### src/asw_pkg.sv
// Shared constants, types and register map of the scan and window control.
// Assumes a single 250 MHz system clock and an AXI4-Lite master upstream.
package asw_pkg;

  // Register indices; the byte address on the bus is four times the index.
  localparam logic [9:0] ASW_IDX_A_HIGH_UPPER = 10'h0f8;
  localparam logic [9:0] ASW_IDX_A_HIGH_LOWER = 10'h0f9;
  localparam logic [9:0] ASW_IDX_B_HIGH_UPPER = 10'h0fa;
  localparam logic [9:0] ASW_IDX_B_HIGH_LOWER = 10'h0fb;
  localparam logic [9:0] ASW_IDX_SCAN_SETUP   = 10'h0fc;
  localparam logic [9:0] ASW_IDX_RUN_SETUP    = 10'h0fd;
  localparam logic [9:0] ASW_IDX_LOW_LIMITS   = 10'h0f0;
  localparam logic [9:0] ASW_IDX_FLAGS        = 10'h0fe;
  localparam logic [9:0] ASW_IDX_STATUS       = 10'h0ff;

  // Reset values.
  localparam logic [7:0] ASW_RST_SCAN_SETUP = 8'h0f;
  localparam logic [7:0] ASW_RST_RUN_SETUP  = 8'ha0;
  localparam logic [9:0] ASW_RST_LIMIT      = 10'h000;

  // Field positions of the run setup register.
  localparam int ASW_RUN_DIV_MSB   = 7;
  localparam int ASW_RUN_DIV_LSB   = 5;
  localparam int ASW_RUN_PIN_EN    = 4;
  localparam int ASW_RUN_TIMER_EN  = 3;
  localparam int ASW_RUN_POWER     = 2;
  localparam int ASW_RUN_REPEAT    = 1;
  localparam int ASW_RUN_REQUEST   = 0;

  // Field positions of the flags register.
  localparam int ASW_FLG_SEQ_DONE  = 7;
  localparam int ASW_FLG_ALARM     = 6;
  localparam int ASW_FLG_B_OVER    = 5;
  localparam int ASW_FLG_A_OVER    = 4;
  localparam int ASW_FLG_B_UNDER   = 3;
  localparam int ASW_FLG_A_UNDER   = 2;

  // Conversion timing in ADC clock periods.
  localparam logic [4:0] ASW_SAMPLE_PERIODS = 5'h08;
  localparam logic [4:0] ASW_CONV_PERIODS   = 5'h1c;
  localparam logic [3:0] ASW_LAST_CHANNEL   = 4'hf;

  localparam logic [1:0] ASW_RESP_OKAY   = 2'h0;
  localparam logic [1:0] ASW_RESP_SLVERR = 2'h2;

  typedef enum logic [1:0] {
    S_IDLE    = 2'b00,
    S_SAMPLE  = 2'b01,
    S_CONVERT = 2'b11
  } asw_state_t;

  typedef struct packed {
    logic        awvalid;
    logic [11:0] awaddr;
    logic        wvalid;
    logic [31:0] wdata;
    logic [3:0]  wstrb;
    logic        bready;
    logic        arvalid;
    logic [11:0] araddr;
    logic        rready;
  } asw_axi_req_t;

  typedef struct packed {
    logic        awready;
    logic        wready;
    logic        bvalid;
    logic [1:0]  bresp;
    logic        arready;
    logic        rvalid;
    logic [31:0] rdata;
    logic [1:0]  rresp;
  } asw_axi_rsp_t;

  typedef struct packed {
    logic       analogEnable;
    logic       adcClk;
    logic [3:0] channel;
    logic       busy;
    logic       holdPhase;
  } asw_core_ctl_t;

endpackage : asw_pkg

### src/asw_ctrl.sv
// Scan sequencer, window limits, prescaler and trigger logic of the ADC.
// Assumes the conversion core presents the result on convResult when the
// last ADC clock period of a conversion ends, and synchronous inputs.
//
// Added by the designer: the AXI4-Lite interface to the registers.
`timescale 1ns/10ps
`default_nettype none

// Operation
// - Each compared channel keeps a ten-bit upper limit split over two bytes.
// - Six low bits of each limit low byte always read zero.
// - Autoscan starts at the first channel, increments, ends after channel 15.
// - First channel field all ones converts only channel 15.
// - Pair select gives channel B; channel A is one lower, wrapping.
// - Any write with byte lane 0 to either control register restarts from the first channel.
// - ADC clock period is twice the divider code plus two clocks.
// - Pin trigger enable makes the next falling trigger pin edge start a sequence.
// - Timer trigger enable makes the timer event start a sequence.
// - Pin and timer triggers are ORed; software enables only one.
// - Triggers set run request; single mode clears it after each sequence.
// - Power bit zero idles converter logic; one enables it.
// - Single mode runs exactly one sequence per start.
// - Repeat mode runs sequences back to back after the first start.
// - Writing one to run request starts; writing zero stops.
// - Conversions of compared channels set over and under limit flags.
// - Threshold crossings set the alarm flag; software clears or sets it.
// - Sequence end sets the done flag; software clears or sets it.
module asw_ctrl (
  input  wire logic                  clk,             // System clock.
  input  wire logic                  rst_n,           // Sync reset.
  input  wire asw_pkg::asw_axi_req_t axiReq,          // Bus requests.
  output var  asw_pkg::asw_axi_rsp_t axiRsp,          // Bus answers.
  input  wire logic                  triggerInputPin, // Falling edge starts.
  input  wire logic                  timerEvent,      // One-cycle pulse.
  input  wire logic [9:0]            convResult,      // Core result.
  output var  asw_pkg::asw_core_ctl_t coreCtl         // Core control.
);
  import asw_pkg::*;

  logic       awHeld_ff, wHeld_ff, awReady_ff, wReady_ff, bValid_ff;
  logic       arReady_ff, rValid_ff;
  logic [1:0] bResp_ff, rResp_ff;
  logic [31:0] rData_ff, wData_ff;
  logic [9:0] wrIdx_ff;
  logic [3:0] wStrb_ff;

  logic [9:0] upperA_ff, upperB_ff, lowerA_ff, lowerB_ff;
  logic [3:0] firstChan_ff, pairSel_ff;
  logic [2:0] div_ff;
  logic       pinEn_ff, timerEn_ff, power_ff, repeat_ff, runReq_ff;
  logic       seqDone_ff, alarm_ff, aOver_ff, bOver_ff, aUnder_ff, bUnder_ff;
  logic       pinPrev_ff, adcClk_ff;
  logic [2:0] divCnt_ff;
  logic [4:0] perCnt_ff;
  logic [3:0] chan_ff;
  asw_state_t state_ff;

  logic awTake, wTake, arTake, wrFire, wrHit, wrMapped;
  logic nxt_awHeld, nxt_wHeld, nxt_rValid;
  logic wrScan, wrRun, wrFlags, ctlWrite, trigger;
  logic periodEnd, convEnd, seqEnd, startSeq, abort;
  logic [3:0] chanA, chanB;
  logic [7:0] rdByte;
  logic [31:0] rdWord;
  logic rdMapped;
  logic [9:0] rdIdx;

  // Bus handshakes: address and data are taken independently and the write
  // is performed once both are held and no response is outstanding.
  assign awTake     = axiReq.awvalid & awReady_ff;
  assign wTake      = axiReq.wvalid & wReady_ff;
  assign wrFire     = awHeld_ff & wHeld_ff & ~bValid_ff;
  assign nxt_awHeld = awTake | (awHeld_ff & ~wrFire);
  assign nxt_wHeld  = wTake | (wHeld_ff & ~wrFire);
  assign arTake     = axiReq.arvalid & arReady_ff;
  assign nxt_rValid = arTake | (rValid_ff & ~axiReq.rready);

  always_ff @(posedge clk) begin
    if (!rst_n) begin
      awHeld_ff  <= 1'b0;
      wHeld_ff   <= 1'b0;
      awReady_ff <= 1'b0;
      wReady_ff  <= 1'b0;
      bValid_ff  <= 1'b0;
      bResp_ff   <= ASW_RESP_OKAY;
      wrIdx_ff   <= 10'h000;
      wData_ff   <= 32'h0000_0000;
      wStrb_ff   <= 4'h0;
    end else begin
      awHeld_ff  <= nxt_awHeld;
      wHeld_ff   <= nxt_wHeld;
      awReady_ff <= ~nxt_awHeld;
      wReady_ff  <= ~nxt_wHeld;
      if (awTake) begin
        wrIdx_ff <= axiReq.awaddr[11:2];
      end
      if (wTake) begin
        wData_ff <= axiReq.wdata;
        wStrb_ff <= axiReq.wstrb;
      end
      if (wrFire) begin
        bValid_ff <= 1'b1;
        bResp_ff  <= wrMapped ? ASW_RESP_OKAY : ASW_RESP_SLVERR;
      end else if (axiReq.bready) begin
        bValid_ff <= 1'b0;
      end
    end
  end

  always_comb begin
    case (wrIdx_ff)
      ASW_IDX_A_HIGH_UPPER, ASW_IDX_A_HIGH_LOWER, ASW_IDX_B_HIGH_UPPER,
      ASW_IDX_B_HIGH_LOWER, ASW_IDX_SCAN_SETUP, ASW_IDX_RUN_SETUP,
      ASW_IDX_LOW_LIMITS, ASW_IDX_FLAGS, ASW_IDX_STATUS: wrMapped = 1'b1;
      default: wrMapped = 1'b0;
    endcase
  end

  // Byte lane 0 carries every 8-bit register; other lanes only the lower
  // limits, so a write without lane 0 leaves the byte registers alone.
  assign wrHit    = wrFire & wStrb_ff[0];
  assign wrScan   = wrHit & (wrIdx_ff == ASW_IDX_SCAN_SETUP);
  assign wrRun    = wrHit & (wrIdx_ff == ASW_IDX_RUN_SETUP);
  assign wrFlags  = wrHit & (wrIdx_ff == ASW_IDX_FLAGS);
  assign ctlWrite = wrScan | wrRun;

  // Window limits.
  always_ff @(posedge clk) begin
    if (!rst_n) begin
      upperA_ff <= ASW_RST_LIMIT;
      upperB_ff <= ASW_RST_LIMIT;
      lowerA_ff <= ASW_RST_LIMIT;
      lowerB_ff <= ASW_RST_LIMIT;
    end else if (wrHit) begin
      case (wrIdx_ff)
        ASW_IDX_A_HIGH_UPPER: upperA_ff[9:2] <= wData_ff[7:0];
        ASW_IDX_A_HIGH_LOWER: upperA_ff[1:0] <= wData_ff[7:6];
        ASW_IDX_B_HIGH_UPPER: upperB_ff[9:2] <= wData_ff[7:0];
        ASW_IDX_B_HIGH_LOWER: upperB_ff[1:0] <= wData_ff[7:6];
        ASW_IDX_LOW_LIMITS: begin
          lowerA_ff <= wData_ff[9:0];
          if (wStrb_ff[2]) begin
            lowerB_ff <= wData_ff[25:16];
          end
        end
        default: begin
        end
      endcase
    end
  end

  // Control registers.
  always_ff @(posedge clk) begin
    if (!rst_n) begin
      firstChan_ff <= ASW_RST_SCAN_SETUP[7:4];
      pairSel_ff   <= ASW_RST_SCAN_SETUP[3:0];
      div_ff       <= ASW_RST_RUN_SETUP[ASW_RUN_DIV_MSB:ASW_RUN_DIV_LSB];
      pinEn_ff     <= ASW_RST_RUN_SETUP[ASW_RUN_PIN_EN];
      timerEn_ff   <= ASW_RST_RUN_SETUP[ASW_RUN_TIMER_EN];
      power_ff     <= ASW_RST_RUN_SETUP[ASW_RUN_POWER];
      repeat_ff    <= ASW_RST_RUN_SETUP[ASW_RUN_REPEAT];
    end else begin
      if (wrScan) begin
        firstChan_ff <= wData_ff[7:4];
        pairSel_ff   <= wData_ff[3:0];
      end
      if (wrRun) begin
        div_ff     <= wData_ff[ASW_RUN_DIV_MSB:ASW_RUN_DIV_LSB];
        pinEn_ff   <= wData_ff[ASW_RUN_PIN_EN];
        timerEn_ff <= wData_ff[ASW_RUN_TIMER_EN];
        power_ff   <= wData_ff[ASW_RUN_POWER];
        repeat_ff  <= wData_ff[ASW_RUN_REPEAT];
      end
    end
  end

  // Triggers. The pin is sampled once; its falling edge is the active one.
  assign trigger = (pinEn_ff & pinPrev_ff & ~triggerInputPin)
                 | (timerEn_ff & timerEvent);

  // A trigger in the same cycle as a software clear still starts a run.
  always_ff @(posedge clk) begin
    if (!rst_n) begin
      pinPrev_ff <= 1'b1;
      runReq_ff  <= ASW_RST_RUN_SETUP[ASW_RUN_REQUEST];
    end else begin
      pinPrev_ff <= triggerInputPin;
      if (trigger) begin
        runReq_ff <= 1'b1;
      end else if (wrRun) begin
        runReq_ff <= wData_ff[ASW_RUN_REQUEST];
      end else if (seqEnd & ~repeat_ff) begin
        runReq_ff <= 1'b0;
      end
    end
  end

  // Prescaler: the ADC clock toggles every code+1 clocks, so one full
  // period lasts 2*code+2 clocks. It stands still while no conversion runs.
  assign periodEnd = (state_ff != S_IDLE) & (divCnt_ff == div_ff)
                   & adcClk_ff;

  always_ff @(posedge clk) begin
    if (!rst_n) begin
      divCnt_ff <= 3'h0;
      adcClk_ff <= 1'b0;
    end else if ((state_ff == S_IDLE) || abort) begin
      divCnt_ff <= 3'h0;
      adcClk_ff <= 1'b0;
    end else if (divCnt_ff == div_ff) begin
      divCnt_ff <= 3'h0;
      adcClk_ff <= ~adcClk_ff;
    end else begin
      divCnt_ff <= divCnt_ff + 3'h1;
    end
  end

  // Sequencer. A control write drops to idle for one clock, and idle loads
  // the first channel again, which restarts the scan from the top.
  assign abort    = ctlWrite | ~power_ff | ~runReq_ff;
  assign startSeq = (state_ff == S_IDLE) & power_ff & runReq_ff
                  & ~ctlWrite;
  assign convEnd  = (state_ff == S_CONVERT) & ~abort & periodEnd
                  & (perCnt_ff == ASW_CONV_PERIODS - 5'h01);
  assign seqEnd   = convEnd & (chan_ff == ASW_LAST_CHANNEL);

  always_ff @(posedge clk) begin
    if (!rst_n) begin
      state_ff  <= S_IDLE;
      perCnt_ff <= 5'h00;
      chan_ff   <= ASW_RST_SCAN_SETUP[7:4];
    end else begin
      case (state_ff)
        S_IDLE: begin
          perCnt_ff <= 5'h00;
          if (startSeq) begin
            chan_ff  <= firstChan_ff;
            state_ff <= S_SAMPLE;
          end
        end
        S_SAMPLE: begin
          if (abort) begin
            state_ff <= S_IDLE;
          end else if (periodEnd) begin
            perCnt_ff <= perCnt_ff + 5'h01;
            if (perCnt_ff == ASW_SAMPLE_PERIODS - 5'h01) begin
              state_ff <= S_CONVERT;
            end
          end
        end
        S_CONVERT: begin
          if (abort) begin
            state_ff <= S_IDLE;
          end else if (convEnd) begin
            perCnt_ff <= 5'h00;
            if (!seqEnd) begin
              chan_ff  <= chan_ff + 4'h1;
              state_ff <= S_SAMPLE;
            end else if (repeat_ff) begin
              chan_ff  <= firstChan_ff;
              state_ff <= S_SAMPLE;
            end else begin
              state_ff <= S_IDLE;
            end
          end else if (periodEnd) begin
            perCnt_ff <= perCnt_ff + 5'h01;
          end
        end
        default: begin
          state_ff <= S_IDLE;
        end
      endcase
    end
  end

  // Window compare on the compared pair.
  assign chanB = pairSel_ff;
  assign chanA = pairSel_ff - 4'h1;

  // Hardware events win over a software clear in the same cycle; a software
  // write of one sets the flag and stands for a software request.
  always_ff @(posedge clk) begin
    if (!rst_n) begin
      seqDone_ff <= 1'b0;
      alarm_ff   <= 1'b0;
      aOver_ff   <= 1'b0;
      bOver_ff   <= 1'b0;
      aUnder_ff  <= 1'b0;
      bUnder_ff  <= 1'b0;
    end else begin
      if (convEnd && chan_ff == chanA) begin
        aOver_ff  <= convResult > upperA_ff;
        aUnder_ff <= convResult < lowerA_ff;
      end
      if (convEnd && chan_ff == chanB) begin
        bOver_ff  <= convResult > upperB_ff;
        bUnder_ff <= convResult < lowerB_ff;
      end
      if (seqEnd) begin
        seqDone_ff <= 1'b1;
      end else if (wrFlags) begin
        seqDone_ff <= wData_ff[ASW_FLG_SEQ_DONE];
      end
      if (convEnd && ((chan_ff == chanA && (convResult > upperA_ff ||
          convResult < lowerA_ff)) || (chan_ff == chanB &&
          (convResult > upperB_ff || convResult < lowerB_ff)))) begin
        alarm_ff <= 1'b1;
      end else if (wrFlags) begin
        alarm_ff <= wData_ff[ASW_FLG_ALARM];
      end
    end
  end

  // Read path.
  assign rdIdx = axiReq.araddr[11:2];

  always_comb begin
    rdByte   = 8'h00;
    rdWord   = 32'h0000_0000;
    rdMapped = 1'b1;
    case (rdIdx)
      ASW_IDX_A_HIGH_UPPER: rdByte = upperA_ff[9:2];
      ASW_IDX_A_HIGH_LOWER: rdByte = {upperA_ff[1:0], 6'h00};
      ASW_IDX_B_HIGH_UPPER: rdByte = upperB_ff[9:2];
      ASW_IDX_B_HIGH_LOWER: rdByte = {upperB_ff[1:0], 6'h00};
      ASW_IDX_SCAN_SETUP:   rdByte = {firstChan_ff, pairSel_ff};
      ASW_IDX_RUN_SETUP:    rdByte = {div_ff, pinEn_ff, timerEn_ff,
                                      power_ff, repeat_ff, runReq_ff};
      ASW_IDX_FLAGS:        rdByte = {seqDone_ff, alarm_ff, bOver_ff,
                                      aOver_ff, bUnder_ff, aUnder_ff, 2'h0};
      ASW_IDX_STATUS:       rdByte = {chan_ff, 3'h0, state_ff[0]};
      ASW_IDX_LOW_LIMITS:   rdWord = {6'h00, lowerB_ff, 6'h00, lowerA_ff};
      default:              rdMapped = 1'b0;
    endcase
    if (rdIdx != ASW_IDX_LOW_LIMITS) begin
      rdWord = {24'h00_0000, rdByte};
    end
  end

  always_ff @(posedge clk) begin
    if (!rst_n) begin
      arReady_ff <= 1'b0;
      rValid_ff  <= 1'b0;
      rData_ff   <= 32'h0000_0000;
      rResp_ff   <= ASW_RESP_OKAY;
    end else begin
      arReady_ff <= ~nxt_rValid;
      rValid_ff  <= nxt_rValid;
      if (arTake) begin
        rData_ff <= rdWord;
        rResp_ff <= rdMapped ? ASW_RESP_OKAY : ASW_RESP_SLVERR;
      end
    end
  end

  assign axiRsp.awready = awReady_ff;
  assign axiRsp.wready  = wReady_ff;
  assign axiRsp.bvalid  = bValid_ff;
  assign axiRsp.bresp   = bResp_ff;
  assign axiRsp.arready = arReady_ff;
  assign axiRsp.rvalid  = rValid_ff;
  assign axiRsp.rdata   = rData_ff;
  assign axiRsp.rresp   = rResp_ff;

  assign coreCtl.analogEnable = power_ff;
  assign coreCtl.adcClk       = adcClk_ff;
  assign coreCtl.channel      = chan_ff;
  assign coreCtl.busy         = state_ff[0];
  assign coreCtl.holdPhase    = state_ff[1];

endmodule : asw_ctrl

`default_nettype wire

### config.mk
export PLATFORM = sky130hd
export DESIGN_NAME = asw_ctrl
export DESIGN_NICKNAME = d
export VERILOG_FILES = /design/src/asw_pkg.sv /design/src/asw_ctrl.sv
export SDC_FILE = /design/constraint.sdc
export NUM_CORES = 1
export LEC_CHECK = 0
export ABC_CLOCK_PERIOD_IN_PS = 3100
export BUFFER_PORTS_ARGS = -buffer_cell sky130_fd_sc_hd__buf_2
export CAP_MARGIN = 20
export CORE_MARGIN = 1
export CORE_UTILIZATION = 40
export CTS_CLUSTER_SIZE = 30
export DETAILED_ROUTE_END_ITERATION = 8
export MAX_ROUTING_LAYER = met4
export PLACE_DENSITY = 0.66
export SLEW_MARGIN = 15
export SYNTH_ARGS = -nofsm -noshare
export SYNTH_HDL_FRONTEND = slang
export SYNTH_SLANG_ARGS = --single-unit
### constraint.sdc
create_clock -name clk -period 3.1 [get_ports clk]
set_input_delay 0.465 -clock clk [delete_from_list [all_inputs] [get_ports clk]]
set_output_delay 0.465 -clock clk [all_outputs]
set_load 0.03 [all_outputs]
==> results of run 1 <==
flip-flops by register name, indices dropped and copies added, names as in the netlist, 2 cells and up:
signal	count
chanB	4
chan_ff	4
divCnt_ff	3
div_ff	3
firstChan_ff	4
lowerA_ff	10
lowerB_ff	10
perCnt_ff	5
rData_ff	20
state_ff	2
upperA_ff	10
upperB_ff	10
wData_ff	20
wStrb_ff	2
wrIdx_ff	10
cell type report:
type                       count  area, um^2  share of cell area, %
sequential                   139        2783                  33.89
timing repair buffer         105       563.0                  6.857
clock buffer                  19       452.9                  5.516
tap                          225       281.5                  3.428
multi-input combinational    645        3795                  46.21
clock inverter                13       156.4                  1.905
inverter                      48       180.2                  2.194
cell families (layout without fill, tap and decap cells):
group / after synthesis / count (layout) / synth area share, %
AOI/OAI and AO/OA: 189 / 189 / 16.30
xor gates and xnor gates: 13 / 13 / 1.621
adders and majority gates: 42 / 42 / 7.483
buffers and inverters: 108 / 185 / 7.037
DFF: 139 / 139 / 39.62
muxes: 41 / 41 / 5.844
other: 1 / 14 / 0.05340
and+or+nand+nor: 346 / 346 / 22.04
cells in the mapped netlist (3+ instances only):
cell      count  area share [%]
nor4_1        6            0.53
a221oi_1      5            0.62
nand4_1      11            0.98
o211ai_1      6            0.64
ha_1         42             7.5
nand2b_1      9            0.80
nand2_1     188              10
a21oi_1      95             6.8
dfxtp_1     139              40
xnor2_1       9             1.1
and2_1       12             1.1
and3_1        7            0.62
nor2b_1       8            0.71
o21ai_0      29             2.1
or4_1         4            0.43
nor3_1       18             1.3
mux2i_1      41             5.8
clkbuf_1     34             1.8
a311oi_1      3            0.37
nor2_1       55             2.9
buf_4        21             2.2
a211oi_1      3            0.32
a31oi_1      10            0.89
inv_1        47             2.5
o22ai_1       4            0.36
nand3_1      16             1.1
o21a_1        5            0.53
xor2_1        4            0.50
a22oi_1       4            0.43
a21o_1        4            0.43
layer usage:
| metal | track usage (%) | up-vias |
|---|---|---|
| met5 | - | - |
| met4 | 10.11 | 0 |
| met3 | 5.218 | 48 |
| met2 | 36.61 | 210 |
| li1 | - | 3158 |
| met1 | 29.23 | 2865 |
worst max path at each step:
stage | start | end | cells after the start
2_1_floorplan | state_ff[0] | chan_ff[3] | 8
3_3_place_gp | convResult[4] | alarm_ff | 8
3_5_place_dp | convResult[4] | alarm_ff | 8
4_1_cts | lowerB_ff[4] | alarm_ff | 8
5_1_grt | lowerB_ff[4] | alarm_ff | 8
6_report | lowerB_ff[4] | alarm_ff | 8
power by group:
part           switching (uW)  total [uW]  internal (uW)
Clock                     847        2090           1250
Sequential               37.1        1860           1820
Combinational             217         326            109
Total                    1100        4280           3180
worst max-delay path, delay by kind of cell, from the launching register on:
family,cells,cell delay [ns]
compound gates,6,1.62
flops,1,0.39
fa+ha+maj,1,0.30
buf+inv,1,0.09
through the flow:
stage / setup WS (ns) / instance area (um^2)
2_1_floorplan: 0.7520 / 7072
3_3_place_gp: 0.4904 / 7602
3_5_place_dp: 0.4928 / 7602
4_1_cts: 0.6676 / 8212
5_1_grt: 0.4806 / 8212
6_report: 0.6351 / 8212
==> metrics.csv, run 1 <==
metric,value,unit
Diodes inserted,0,
Layout area overhead,16.93,%
met2 routed WL,8972,um
Final Max Tran Viols,0,
fillers,1740,
Avg WL per Cell,16.69,um
Synth Instances,879,
post-synthesis sequential area ratio,39.62,%
I/O pin cnt,128,
max-cap viol count,0,
Worst R2R End,alarm_ff,
Finished Layout Cells,1194,
"Clk pin slew, worst setup/hold paths",0.06,ns
Worst R2R Setup Slack,0.64,ns
most frequent cells in the layout,"nand2_1 (188), dfxtp_1 (139), a21oi_1 (95), buf_2 (95), nor2_1 (55)",
All-Layer GR Usage,23.49,%
Worst Hold Class,input pin to flip-flop,
final-report setup violation count,0,
post-DP HPWL,14800,um
Ys Warns,0,
H-Tree Depth,4,
Longest Clk Path Bufs,2,
"slowest stage delay, CP",0.56,ns
root buf cell,clkbuf_16,
port bufs,95,
Power Dens Cells,521.0,mW/mm^2
vias in the first global route,5869,
Post-synth EDFFs,0,
Startpoint Class,flip-flop,
Critical Path Fanout Max,3,
#FFs+latches synth,139,
status,"complete, no violations",
final global-route overflow total,0,
Setup TNS,0,ns
Leakage,0.003171,uW
Final Hold Fails,0,
global-route wire length before repair,31200,um
post-route met1 wirelength,9214,um
clock sink count,139,
final period utilization,79.51,%
setup bufs post-CTS,0,
total power,4278,uW
Worst Skew,0.01055,ns
Nets,1077,
DR top layer,met4,
DR vias/cell,5.260,
TritonCTS clock tree,built,
PostCTS Resize Cnt,0,
Worst Reg2Reg Path Length in Cells,8,
"most common cell after layout, fill and taps aside",nand2_1,
residual DRC count,0,
Core Box Area,0.01724,mm^2
layout cell share with drive strength beyond 1,14.76,%
WHS Path Cells,2,
initial detailed-routing violation count,375,
Peak supply drop,449.6,uV
min Tclk post-route,2.465,ns
Hold Path Origin,triggerInputPin,
antenna-violating nets left,0,
final wirelength,19930,um
WHS Endpoint,pinPrev_ff,
"slowest stage cell, crit path",a221oi_1,
Fmax,405.7,MHz
critical path required time,3.46,ns
die area,0.01809,mm^2
Die H,134.5,um
largest net degree at the start of global routing,60,
vias post-DR,6281,
Netlist Area Pre-Place,0.007023,mm^2
GP Congestion,0.9076,
number of buffers created by CTS,17,
slew at the pin with the worst max-slew slack,1.030,ns
kind of critical path,flip-flop to flip-flop,
critical path cell sequence,"inv_1, ha_1, a21o_1, a2111oi_0, o21ai_0, a221oi_1, o21ai_0, a31oi_1",
cts hold-fix bufs,0,
relative max-transition margin,31.31,%
Placed Cells,1162,
post-layout util,47.64,%
RSZ-0062 raised after global routing,false,
crit end category,flip-flop,
reg2reg start,lowerB_ff[4],
Synth cell types,62,
Rows,48,
ys flop type,dfxtp_1,
most numerous cell on the critical path,o21ai_0,
drt first pass iters,5,
worst hold slack,0.2512,ns
Synth Area per Inst,7.990,um^2
met3 WL post-DR,1072,um
initial antenna violation count,0,
"Async S/R FF share, synth",0,%
Worst-Skew Late Latency,0.43,ns
CP Data Arrival Time,2.83,ns
initial core utilization,40.74,%
die width,134.5,um
Power figures use the tool's default switching activity.
==> run 2: changes to the inputs <==
- ABC_AREA: default -> 1
- ABC_CLOCK_PERIOD_IN_PS: 3100 -> 2600
- PLACE_DENSITY: 0.66 -> 0.65
- clock period: 3.1 -> 2.6 ns (I/O delays scaled with it)
==> run 2 against run 1 <==
Effect of this change:
- synthesized cell count increased by 9.4%
- via count grew 2.4%
- global-route usage fell by 1.2 points
- highest routed layer unchanged
- final cell count rose by 7.7%
==> metrics.csv, run 2 <==
metric,value,unit
status,"complete, no violations",
Post-synth EDFFs,0,
cts hold-fix bufs,0,
Layout area overhead,16.67,%
Hold Path Origin,triggerInputPin,
kind of critical path,flip-flop to flip-flop,
Finished Layout Cells,1286,
crit end category,flip-flop,
Ys Warns,0,
"slowest stage cell, crit path",dfxtp_1,
GP Congestion,0.8905,
layout cell share with drive strength beyond 1,16.78,%
Synth Area per Inst,7.367,um^2
vias post-DR,6433,
most numerous cell on the critical path,nand2_1,
Final Hold Fails,0,
min Tclk post-route,1.956,ns
"most common cell after layout, fill and taps aside",nor2_1,
CP Data Arrival Time,2.30,ns
DR vias/cell,5.002,
final instance area,0.008268,mm^2
combinational share of power,8.8,%
All-Layer GR Usage,22.27,%
Worst R2R End,alarm_ff,
total power,5084,uW
max-cap viol count,0,
RSZ-0062 raised after global routing,false,
antenna-violating nets left,0,
setup bufs post-CTS,0,
CP bufs+invs,3,
drt first pass iters,7,
slew at the pin with the worst max-slew slack,0.8368,ns
Fmax,511.2,MHz
WHS Endpoint,pinPrev_ff,
"slowest stage delay, CP",0.34,ns
residual DRC count,0,
final wirelength,18610,um
"Async S/R FF share, synth",0,%
initial core utilization,40.97,%
ys flop type,dfxtp_1,
vias in the first global route,5891,
final-report setup violation count,0,
most instantiated cells after synthesis,"nor2_1 (141), dfxtp_1 (139), nand2_1 (128), inv_1 (116), o21ai_0 (109)",
clock sink count,139,
initial detailed-routing violation count,449,
Netlist Area Pre-Place,0.007087,mm^2
Avg WL per Cell,14.47,um
ranking of synthesized cells by area,"dfxtp_1 (39%), o21ai_0 (7.7%), nor2_1 (7.5%)",
final global-route overflow total,0,
Leakage,0.003475,uW
Placed Cells,1254,
area post-placement,0.007690,mm^2
critical path required time,2.94,ns
Yosys top cell by area,dfxtp_1,
reg2reg start,div_ff[1],
post-DP HPWL,14030,um
"Clk pin slew, worst setup/hold paths",0.06,ns
Critical Path Fanout Max,5,
#FFs+latches synth,139,
initial antenna violation count,0,
critical path cell sequence,"inv_1, nand2_1, nand2_1, nor2_2, nand4_2, inv_2, nand4_1, nor2_2, nand2_1, inv_2, nand2_1, a21oi_1",
number of buffers created by CTS,17,
PostCTS Resize Cnt,0,
global-route wire length before repair,30100,um
TritonCTS clock tree,built,
root buf cell,clkbuf_16,
Synth Instances,962,
port bufs,95,
NetSw,1335,uW
Peak supply drop,525.3,uV
Diodes inserted,0,
Worst R2R Setup Slack,0.64,ns
Worst-Skew Late Latency,0.43,ns
Final Max Tran Viols,0,
Yosys top cell area share,39.27,%
Worst Skew,0.01659,ns
Synth cell types,48,
final period utilization,75.23,%
Worst Hold Class,input pin to flip-flop,
Rows,48,
fillers,1761,
biggest regs,"rData_ff (20), wData_ff (20)",
die width,135.1,um
Core Box Area,0.01730,mm^2
most frequent cells in the layout,"nor2_1 (141), dfxtp_1 (139), nand2_1 (128)",
largest net degree at the start of global routing,96,
die area,0.01825,mm^2
H-Tree Depth,4,
Setup TNS,0,ns
Top delay family on crit path,simple AND/OR/NAND/NOR gates,
Startpoint Class,flip-flop,
Die H,135.1,um
Worst Reg2Reg Path Length in Cells,12,
clock power share,47.0,%
Longest Clk Path Bufs,2,
Power Internal,3750,uW
Nets,1169,
I/O pin cnt,128,
Power Dens Cells,615.0,mW/mm^2
sequential share of power,44.2,%
"count leader, synth",nor2_1,
Sw Share,26.25,%
WHS Path Cells,3,
post-synthesis sequential area ratio,39.27,%
relative max-transition margin,44.21,%
## run 2: changes by cell type after synthesis, sizes merged, moves of 10 or more
| cell | delta |
|---|---|
| a31oi | -10 |
| inv | +75 |
| mux2i | -40 |
| and2 | -12 |
| nor2 | +98 |
| a211oi | +19 |
| o21ai | +81 |
| nand2 | -52 |
## run 2: power by group through the flow
stage	logic [uW]	clock network [uW]	registers [uW]
2_1_floorplan	285	0	2320
3_3_place_gp	438	0	2290
3_5_place_dp	446	0	2300
4_1_cts	448	2420	2250
5_1_grt	509	2530	2260
6_report	446	2390	2250
## run 2: area by class of cell
class	instances	area [um^2]	share of cell area (%)
inverters	125	473.0	5.720
flip-flops and latches	139	2783	33.66
clock inverters	10	103.9	1.256
multi-input cells	660	3602	43.57
clock buffers	22	474.2	5.735
repair buffers	105	550.5	6.659
well taps	225	281.5	3.405
## run 2: metrics by stage
stage,worst slack (ns),hold WS [ns],util (%)
5_1_grt,0.4673,0.2015,47.80
4_1_cts,0.6893,0.1777,47.80
3_5_place_dp,0.5831,0.4536,44.46
6_report,0.6439,0.1866,47.80
2_1_floorplan,0.8230,0.4295,-
3_3_place_gp,0.6010,0.4476,44.46
## run 2: logic make-up after synthesis
family / synth area share, %
AO/OA/AOI/OAI: 19.95
XOR/XNOR: 1.112
adder cells (fa/ha/maj): 7.415
buffers and inverters: 10.59
flip-flops: 39.27
multiplexers: 0.1412
other: 0.05292
AND/OR/NAND/NOR: 21.47
## run 2: layer usage
layer  wire, um  GRT usage [%]
met3       1279          5.743
met5          0              -
met2       8062          32.56
met1       8964          29.94
met4        299          6.679
## run 2: worst min-delay path: cells and delay by family
kind / cells / cell delay (ns)
buffers and inverters: 2 / 0.13
and+or+nand+nor: 1 / 0.05
## run 2: how the worst max path moves through the flow
stage / start / to / slack [ns] / depth (start not counted)
2_1_floorplan: state_ff[0] / chan_ff[3] / 0.82 / 11
3_3_place_gp: convResult[9] / alarm_ff / 0.60 / 9
3_5_place_dp: convResult[9] / alarm_ff / 0.58 / 9
4_1_cts: div_ff[1] / bUnder_ff / 0.69 / 13
5_1_grt: divCnt_ff[1] / chan_ff[2] / 0.47 / 13
6_report: div_ff[1] / alarm_ff / 0.64 / 12
